<file path="src/core/art_pkg.sv">
package art_pkg;
  // register addresses
  localparam logic [7:0] ART_ADDR_RDSEL = 8'h89;
  localparam logic [7:0] ART_ADDR_IEN   = 8'hA8;
  localparam logic [7:0] ART_ADDR_CTRL  = 8'hC0;
  localparam logic [7:0] ART_ADDR_LOW   = 8'hCE;
  localparam logic [7:0] ART_ADDR_HIGH  = 8'hCF;
  localparam logic [7:0] ART_ADDR_SIBC  = 8'hC8;
  // field positions
  localparam int ART_CTRL_OVF_BIT  = 7;
  localparam int ART_CTRL_PS_HI    = 5;
  localparam int ART_CTRL_PS_LO    = 4;
  localparam int ART_CTRL_RUN_BIT  = 1;
  localparam int ART_RDSEL_BIT     = 1;
  localparam int ART_IEN_OVF_BIT   = 1;
  localparam int ART_IEN_GLOBAL    = 7;
  localparam int ART_SIBC_CLKS_BIT = 0;
  // writable masks and reset values
  localparam logic [7:0]  ART_CTRL_MASK  = 8'hB2;
  localparam logic [7:0]  ART_RDSEL_MASK = 8'h03;
  localparam logic [7:0]  ART_IEN_MASK   = 8'hF7;
  localparam logic [7:0]  ART_RST8       = 8'h00;
  localparam logic [15:0] ART_RST16      = 16'h0000;
  localparam logic [15:0] ART_CNT_MAX    = 16'hFFFF;
  // prescale division terminal counts
  localparam logic [7:0] ART_DIV1   = 8'h00;
  localparam logic [7:0] ART_DIV8   = 8'h07;
  localparam logic [7:0] ART_DIV64  = 8'h3F;
  localparam logic [7:0] ART_DIV256 = 8'hFF;
endpackage : art_pkg

</file>
<file path="src/core/art_if.sv">
`timescale 1ns/1ps
`default_nettype none
// tick from prescaler to counter core
interface art_tick_if;
  logic       tick;
  logic [1:0] div_sel;
  logic       ext_sel;
  modport pre (output tick, input div_sel, input ext_sel);
  modport core (input tick, output div_sel, output ext_sel);
endinterface : art_tick_if
`default_nettype wire

</file>
<file path="src/core/art_prescale.sv">
`timescale 1ns/1ps
`default_nettype none
module art_prescale
  import art_pkg::*;
(
  // clock and reset
  input wire logic clk,
  input wire logic rst,
  // external count source, already synchronous
  input wire logic ext_pin,
  // run enable
  input wire logic run,
  // tick link
  art_tick_if.pre  tk
);
  logic       pin_d_r;   // previous pin level
  logic [7:0] div_cnt_r; // divider count
  logic       tick_r;    // registered tick
  wire        fall_edge;
  wire        src_ev;
  wire [7:0]  term;

  assign fall_edge = pin_d_r & ~ext_pin;
  assign src_ev = tk.ext_sel ? fall_edge : 1'b1;
  assign term = (tk.div_sel == 2'b00) ? ART_DIV1 :
                (tk.div_sel == 2'b01) ? ART_DIV8 :
                (tk.div_sel == 2'b10) ? ART_DIV64 : ART_DIV256;
  assign tk.tick = tick_r;

  // edge detect and divide
  always_ff @(posedge clk or posedge rst)
  begin
    if (rst)
    begin
      pin_d_r   <= 1'b0;
      div_cnt_r <= ART_RST8;
      tick_r    <= 1'b0;
    end
    else
    begin
      pin_d_r <= ext_pin;
      tick_r  <= 1'b0;
      if (!run)
        div_cnt_r <= ART_RST8;
      else if (src_ev)
      begin
        if (div_cnt_r >= term)
        begin
          div_cnt_r <= ART_RST8;
          tick_r    <= 1'b1;
        end
        else
          div_cnt_r <= div_cnt_r + 8'h01;
      end
    end
  end
endmodule : art_prescale
`default_nettype wire

</file>
<file path="src/core/art_timer.sv">
// Contract
// - 16-bit up-counter counts prescaled ticks while running
// - data writes hit load, reads show count or load
// - wrap sets flag and reloads count
// - high-byte write reloads count immediately
// - overflow raises request when enabled
// - run bit never clears the count
// - clock source from sibling control bit
// - source one counts pin falls, zero sysclk
// - prescale 1, 8, 64, 256
// - flag bit7, hardware set, software writable
// - flag cleared on interrupt vector
// - run bit1 stops or counts
// - read-select bit picks count or load
// - enable bit1 masks timer request
// - global bit7 gates all requests
// - all registers reset to zero
`timescale 1ns/1ps
`default_nettype none
module art_timer
  import art_pkg::*;
(
  // clock and reset
  input  wire logic       clk,
  input  wire logic       rst,
  // register port
  input  wire logic [7:0] addr,
  input  wire logic [7:0] wdata,
  input  wire logic       wr,
  input  wire logic       rd,
  output var  logic [7:0] rdata,
  // sibling clock-source bit and pin
  input  wire logic       clock_source_select,
  input  wire logic       external_count_pin,
  // interrupt vector acknowledge
  input  wire logic       irq_ack,
  // interrupt request and status
  output var  logic       irq,
  output var  logic       overflow_pulse
);
  // tick link between prescaler and counter core
  art_tick_if tk ();

  // software-visible registers
  logic [7:0]  ctrl_r;        // timer_control
  logic [7:0]  ctrl_nxt;      // next timer_control
  logic [7:0]  rdsel_r;       // read_source_select
  logic [7:0]  rdsel_nxt;     // next read_source_select
  logic [7:0]  ien_r;         // primary_interrupt_enable
  logic [7:0]  ien_nxt;       // next primary_interrupt_enable

  // counting state
  logic [15:0] count_r;       // live counter
  logic [15:0] count_nxt;     // next counter value
  logic [15:0] load_r;        // load register
  logic [15:0] load_nxt;      // next load register

  // byte pairing state
  logic [7:0]  low_buf_r;     // pending low write
  logic [7:0]  low_buf_nxt;   // next pending low write
  logic [7:0]  low_snap_r;    // low byte caught on high read
  logic [7:0]  low_snap_nxt;  // next low snapshot

  // output registers
  logic [7:0]  rdata_r;       // read data register
  logic [7:0]  rdata_nxt;     // next read data
  logic        irq_r;         // request output
  logic        irq_nxt;       // next request
  logic        ovf_pulse_r;   // overflow strobe
  logic        ovf_pulse_nxt; // next overflow strobe

  // address match, shared by write and read decode
  function automatic logic addr_is(input logic [7:0] a, input logic [7:0] r);
    return (a == r);
  endfunction : addr_is

  // keep only the implemented bits of a byte
  function automatic logic [7:0] keep_bits(input logic [7:0] v, input logic [7:0] m);
    return (v & m);
  endfunction : keep_bits

  // write strobes, one per register
  wire wr_ctrl;   // timer_control write
  wire wr_rdsel;  // read_source_select write
  wire wr_ien;    // primary_interrupt_enable write
  wire wr_low;    // count_low_byte write
  wire wr_high;   // count_high_byte write
  assign wr_ctrl  = wr && addr_is(addr, ART_ADDR_CTRL);
  assign wr_rdsel = wr && addr_is(addr, ART_ADDR_RDSEL);
  assign wr_ien   = wr && addr_is(addr, ART_ADDR_IEN);
  assign wr_low   = wr && addr_is(addr, ART_ADDR_LOW);
  assign wr_high  = wr && addr_is(addr, ART_ADDR_HIGH);

  // read strobes, one per register
  wire rd_ctrl;   // timer_control read
  wire rd_rdsel;  // read_source_select read
  wire rd_ien;    // primary_interrupt_enable read
  wire rd_low;    // count_low_byte read
  wire rd_high;   // count_high_byte read
  assign rd_ctrl  = rd && addr_is(addr, ART_ADDR_CTRL);
  assign rd_rdsel = rd && addr_is(addr, ART_ADDR_RDSEL);
  assign rd_ien   = rd && addr_is(addr, ART_ADDR_IEN);
  assign rd_low   = rd && addr_is(addr, ART_ADDR_LOW);
  assign rd_high  = rd && addr_is(addr, ART_ADDR_HIGH);

  // named control and enable fields
  wire run;       // run_bit
  wire flag;      // overflow_flag
  wire rd_load;   // read_source_bit
  wire ovf_en;    // overflow_irq_enable
  wire glb_en;    // global_irq_enable
  assign run     = ctrl_r[ART_CTRL_RUN_BIT];
  // flag lives in control bit 7
  assign flag    = ctrl_r[ART_CTRL_OVF_BIT];
  assign rd_load = rdsel_r[ART_RDSEL_BIT];
  assign ovf_en  = ien_r[ART_IEN_OVF_BIT];
  assign glb_en  = ien_r[ART_IEN_GLOBAL];

  // counting events
  wire        step;       // one prescaled tick while running
  wire        wrap;       // step taken at all-ones
  wire [16:0] count_sum;  // increment with carry kept
  wire [15:0] count_inc;  // increment, carry dropped on purpose
  // count step on tick while running
  assign step      = run && tk.tick;
  assign wrap      = step && (count_r == ART_CNT_MAX);
  assign count_sum = {1'b0, count_r} + 17'h00001;
  // the carry is the wrap, which the reload path handles
  assign count_inc = count_sum[15:0];

  // byte pairing values
  wire [15:0] load_new;  // high write plus buffered low
  wire [15:0] rd_src;    // word that data reads show
  // both bytes commit on high write
  assign load_new = {wdata, low_buf_r};
  assign rd_src   = rd_load ? load_r : count_r;

  assign tk.ext_sel = clock_source_select;
  assign tk.div_sel = ctrl_r[ART_CTRL_PS_HI:ART_CTRL_PS_LO];

  // prescaler and pin edge detect
  // stopping clears the divider phase, so a restart
  // waits a full prescale period before the first step
  art_prescale u_pre (
    .clk     (clk),
    .rst     (rst),
    .ext_pin (external_count_pin),
    .run     (run),
    .tk      (tk)
  );

  // readback bytes, reserved bits forced to zero
  wire [7:0] rb_ctrl;   // control readback
  wire [7:0] rb_rdsel;  // read-select readback
  wire [7:0] rb_ien;    // enable readback
  wire [7:0] rd_value;  // selected byte, zero if unmapped
  assign rb_ctrl  = keep_bits(ctrl_r, ART_CTRL_MASK);
  assign rb_rdsel = keep_bits(rdsel_r, ART_RDSEL_MASK);
  assign rb_ien   = keep_bits(ien_r, ART_IEN_MASK);
  // unmapped or idle cycles select zero
  // low read returns the snapshot
  assign rd_value = rd_ctrl  ? rb_ctrl      :
                    rd_rdsel ? rb_rdsel     :
                    rd_ien   ? rb_ien       :
                    rd_low   ? low_snap_r   :
                    rd_high  ? rd_src[15:8] : ART_RST8;

  // next values of the plain registers
  // read data stand one cycle, zero otherwise
  assign rdata_nxt     = rd_value;
  assign rdsel_nxt     = wr_rdsel ? keep_bits(wdata, ART_RDSEL_MASK) : rdsel_r;
  assign ien_nxt       = wr_ien ? keep_bits(wdata, ART_IEN_MASK) : ien_r;
  // low write waits in the buffer
  assign low_buf_nxt   = wr_low ? wdata : low_buf_r;
  // high write lands in load, and count takes the same value
  assign load_nxt      = wr_high ? load_new : load_r;
  // high read catches matching low byte
  assign low_snap_nxt  = rd_high ? rd_src[7:0] : low_snap_r;
  // gated request from flag
  // the vector cycle drops the request at once
  assign irq_nxt       = flag && ovf_en && glb_en && !irq_ack;
  // one-cycle strobe per wrap
  assign ovf_pulse_nxt = wrap;

  // next counter value
  // a high write in the wrap cycle wins, since the
  // software value is newer than the stored reload
  always_comb
  begin
    count_nxt = count_r;
    if (wr_high)
      count_nxt = load_new;
    else if (wrap)
      count_nxt = load_r;
    else if (step)
      count_nxt = count_inc;
  end

  // next control value, flag handling
  // order matters: write, then ack clear, then set,
  // so an overflow is never lost to a clear
  always_comb
  begin
    ctrl_nxt = ctrl_r;
    // run and prescale written by software
    if (wr_ctrl)
      ctrl_nxt = keep_bits(wdata, ART_CTRL_MASK);
    if (irq_ack)
      ctrl_nxt[ART_CTRL_OVF_BIT] = 1'b0;
    if (wrap)
      ctrl_nxt[ART_CTRL_OVF_BIT] = 1'b1;
  end

  always_ff @(posedge clk or posedge rst)
  begin
    // every reset source alike
    if (rst)
      ctrl_r <= ART_RST8;
    // software, flag and ack updates
    else
      ctrl_r <= ctrl_nxt;
  end

  always_ff @(posedge clk or posedge rst)
  begin
    // count is shown after reset
    if (rst)
      rdsel_r <= ART_RST8;
    // software writes only
    else
      rdsel_r <= rdsel_nxt;
  end

  always_ff @(posedge clk or posedge rst)
  begin
    // all requests masked after reset
    if (rst)
      ien_r <= ART_RST8;
    // software writes only
    else
      ien_r <= ien_nxt;
  end

  always_ff @(posedge clk or posedge rst)
  begin
    // counter starts from zero
    if (rst)
      count_r <= ART_RST16;
    // step, wrap reload or high write
    else
      count_r <= count_nxt;
  end

  always_ff @(posedge clk or posedge rst)
  begin
    // reload value cleared
    if (rst)
      load_r <= ART_RST16;
    // committed on high writes
    else
      load_r <= load_nxt;
  end

  // low write buffer
  always_ff @(posedge clk or posedge rst)
  begin
    // nothing pending after reset
    if (rst)
      low_buf_r <= ART_RST8;
    // held until the high write
    else
      low_buf_r <= low_buf_nxt;
  end

  // low byte snapshot
  always_ff @(posedge clk or posedge rst)
  begin
    // low reads show zero until a high read
    if (rst)
      low_snap_r <= ART_RST8;
    // refreshed on every high read
    else
      low_snap_r <= low_snap_nxt;
  end

  // read data register
  always_ff @(posedge clk or posedge rst)
  begin
    // bus reads zero in reset
    if (rst)
      rdata_r <= ART_RST8;
    // byte of the previous cycle's read
    else
      rdata_r <= rdata_nxt;
  end

  // interrupt request register
  always_ff @(posedge clk or posedge rst)
  begin
    // no request in reset
    if (rst)
      irq_r <= 1'b0;
    // gated flag level
    else
      irq_r <= irq_nxt;
  end

  // overflow strobe register
  always_ff @(posedge clk or posedge rst)
  begin
    // quiet in reset
    if (rst)
      ovf_pulse_r <= 1'b0;
    // high the cycle after each wrap
    else
      ovf_pulse_r <= ovf_pulse_nxt;
  end

  // outputs straight from their flip-flops
  assign rdata          = rdata_r;
  assign irq            = irq_r;
  assign overflow_pulse = ovf_pulse_r;
endmodule : art_timer
`default_nettype wire

</file>
<file path="config.mk">
export PLATFORM = sky130hd
export DESIGN_NAME = art_timer
export DESIGN_NICKNAME = d
export VERILOG_FILES = /design/src/core/art_pkg.sv /design/src/core/art_if.sv /design/src/core/art_prescale.sv /design/src/core/art_timer.sv
export SDC_FILE = /design/constraint.sdc
export NUM_CORES = 1
export LEC_CHECK = 0
export ABC_CLOCK_PERIOD_IN_PS = 2550
export BUFFER_PORTS_ARGS = -buffer_cell sky130_fd_sc_hd__buf_2
export CAP_MARGIN = 20
export CORE_MARGIN = 3
export CORE_UTILIZATION = 54
export DETAILED_ROUTE_END_ITERATION = 16
export PLACE_DENSITY_LB_ADDON = 0.08
export SLEW_MARGIN = 30
export SYNTH_ARGS = -nofsm -noshare
export SYNTH_HDL_FRONTEND = slang
export SYNTH_SLANG_ARGS = --single-unit
</file>
<file path="constraint.sdc">
create_clock -name clk -period 2.55 [get_ports clk]
set_clock_uncertainty 0.05 [all_clocks]
set_input_delay 0.3825 -clock clk [delete_from_list [all_inputs] [get_ports clk]]
set_output_delay 0.3825 -clock clk [all_outputs]
set_load 0.05 [all_outputs]
</file>
==> metrics.yaml <==
run_status:
  outcome: "completed"
critical_path:
  crit_chain: "ha_1 > nand3_2 > or4_4 > or2_4 > or3_1 > a32o_1"
  crit_arrival_ns: 2.58
  crit_type: "reg2reg"
  cp_slowest_cell: "or4_4"
  critPathTopFamily: "simple AND/OR/NAND/NOR gates"
  critPathBufInv: 0
  worst_ep_required_time_ns: 2.73
  slowest_delay_ns: 0.59
  path_max_fanout: 7
  crit_path_end_kind: "register"
  critPathLaunchType: "register"
timing:
  maxSlewViolCount: 0
  max_freq_ghz: 0.416
  fin_crit_sh_pct: 94.3
  maxSlewHeadroom_pct: 49.9
  min_period_ns: 2.40
  tightestPinTransition_ns: 0.751
  hold_violations: 0
  setup_viol: 0
  rsz0062_at_grt: "no"
  tns_ns: 0
global_routing:
  grt-ovfl-total: 0
  antenna_found_initial: 0
  grt_pass1_vias: 3273
  grt_first_pass_wirelength_um: 16800
  track_usage_pct: 25.1
  grt_max_degree: 38
die:
  die_area_sq_um: 8730
  die_w_um: 93.4
  initial_utilization_pct: 56.3
  core_sq_um: 7330
  std_cell_rows: 31
  die_h_um: 93.4
  io_pins: 33
final_layout:
  diodes: 0
  post_route_cells_drive_above_1_share_pct: 20.3
  layout_common_cells: "dfrtp_1, nand2_1, nor2_1"
  n_fill_cell: 582
  area_growth_pct: 13.8
  final_common_cell: "dfrtp_1"
  instances_no_fill: 563
  nets: 490
clock_tree:
  cts_root_buf: "clkbuf_8"
  cts_sinks: 81
  path_clk_slew_ns: 0.09
  clock_latency_ns: 0.35
  htreeDepth: 3
  cts_tree: "yes"
  cts_resized: 0
  clockBufferDepth: 2
  postCtsHoldBufs: 0
  post_cts_buffers: 0
  cts_buffers: 9
placement:
  gp_congestion: 0.901
  hpwlAfterDp_um: 7400
  numPlacedInstances: 547
  io_buffers: 32
route:
  drc: 0
  wl_um: 10200
  vias: 3347
  ant_nets: 0
  drtPass1Iterations: 5
  via_per_inst: 5.94
  wire_per_inst_um: 18.1
  drt_iter0_drc: 326
yosys:
  yosys.area.top_type_share_pct: 49.1
  synth_area_per_cell_sq_um: 9.90
  synth_area_sq_um: 4130
  ys_top_cells_by_area: "dfrtp_1, nand2_1, mux2i_1, mux2_2, nor2_1"
  synthCells: 417
  async_reset_ff_share_pct: 100
  synth_top_area_cell: "dfrtp_1"
  yosys_warnings: 0
  yosysUniqueCellTypes: 52
  ys_seq_area_share_pct: 49.1
  synth_nets: 448
  ys.flop_type: "dfrtp_1"
  synth_seq_cells: 81
  synth_edf_count: 0
pwr:
  power_frac_clock_pct: 36.5
  vdd_drop_max_mv: 0.308
  p_sw_share_pct: 27.0
  switchingPower_uw: 703
  power.share.combinational_pct: 10.1
  seqPwrFrac_pct: 53.4
  p_leak_uw: 0.00222
  internal_power_uw: 1900
  power_uw: 2610
  power_density_nw_per_um2: 555
run:
  maxCapViolCount: 0
hold_path:
  holdCritPathClass: "in2async"
registers in the layout, indices dropped and copies added (netlist names):
register and flops:
low_snap_r 8, u_pre.div_cnt_r 8, ien_r 7, rdsel_r 2
low_buf_r 8, rdata 8, irq 1, overflow_pulse 1
u_pre.pin_d_r 1, u_pre.tk.tick 1, ctrl_r 4, load_r 16
count_r 16
metrics by stage:
stage | hold slack [ns] | instance area (sq um) | utilization [%] | setup slack (ns)
after floorplan | 0.364 | 4130 | - | 0.0374
after global routing | 0.0785 | 4700 | 64.1 | 0.0533
after detailed placement | 0.427 | 4500 | 61.3 | 0.137
after global placement | 0.409 | 4500 | 61.3 | 0.172
final | 0.0455 | 4700 | 64.1 | 0.145
after CTS | 0.0495 | 4700 | 64.1 | 0.111
cell families (layout without fill, tap and decap cells):
family	after synthesis	in the layout	share of synthesized area, %
and+or+nand+nor	163	163	19.2
AOI/OAI and AO/OA	88	88	14.3
DFF	81	81	49.1
muxes	45	45	11.5
buffers and inverters	28	75	2.58
adders and majority gates	8	8	2.42
xor gates and xnor gates	4	4	0.848
metal layers:
metal | vias up | global-route usage (%) | routed length (um)
met1 | 1607 | 34.9 | 4640
met5 | - | 0 | 0
met4 | 0 | 8.79 | 229
li1 | 1608 | - | -
met2 | 116 | 38.7 | 4660
met3 | 16 | 5.87 | 629
synthesized netlist by cell type (5+ instances only):
cell type  instances
mux2_2            21
dfrtp_1           81
nand2_1           71
and3_1             6
mux2i_1           24
nor4_1             5
o31ai_1            5
nand3_1            9
nor2_1            33
a221o_1            5
inv_1             11
nand4_1           12
o21ai_0           20
clkbuf_1          14
ha_1               8
a21oi_1           22
final cells by class:
cell class | instances | area (sq um) | area share (%)
Multi-Input combinational cell | 308 | 2000 | 42.6
Sequential cell | 81 | 2030 | 43.1
Inverter | 12 | 46.3 | 0.985
Timing Repair Buffer | 47 | 298 | 6.33
Tap cell | 99 | 124 | 2.64
Clock inverter | 7 | 78.8 | 1.68
Clock buffer | 9 | 124 | 2.64
final timing paths:
kind                       slack (ns)  cells past startpoint                        endpoint              startpoint
max                              0.15                      6          count_r[7]$_DFFE_PP0P_  count_r[1]$_DFFE_PP0P_
min                              0.05                      2  u_pre.div_cnt_r[2]$_DFFE_PP0P_                     rst
max reg2reg                      0.15                      6          count_r[7]$_DFFE_PP0P_  count_r[1]$_DFFE_PP0P_
min reg2reg                      0.45                      2              rdata[2]$_DFF_PP0_    ien_r[2]$_DFFE_PP0P_
max in group asynchronous        1.80                      3            ien_r[1]$_DFFE_PP0P_                     rst
min in group clk                 0.11                      1         u_pre.pin_d_r$_DFF_PP0_      external_count_pin
power groups by stage:
stage          logic, uW  registers (uW)  clock network (uW)
2_1_floorplan        174            1400                   0
3_3_place_gp         260            1410                   0
3_5_place_dp         264            1420                   0
4_1_cts              266            1390                 971
5_1_grt              300            1400                1030
6_report             264            1390                 952
Note: power is estimated with default switching activity, not from simulation.
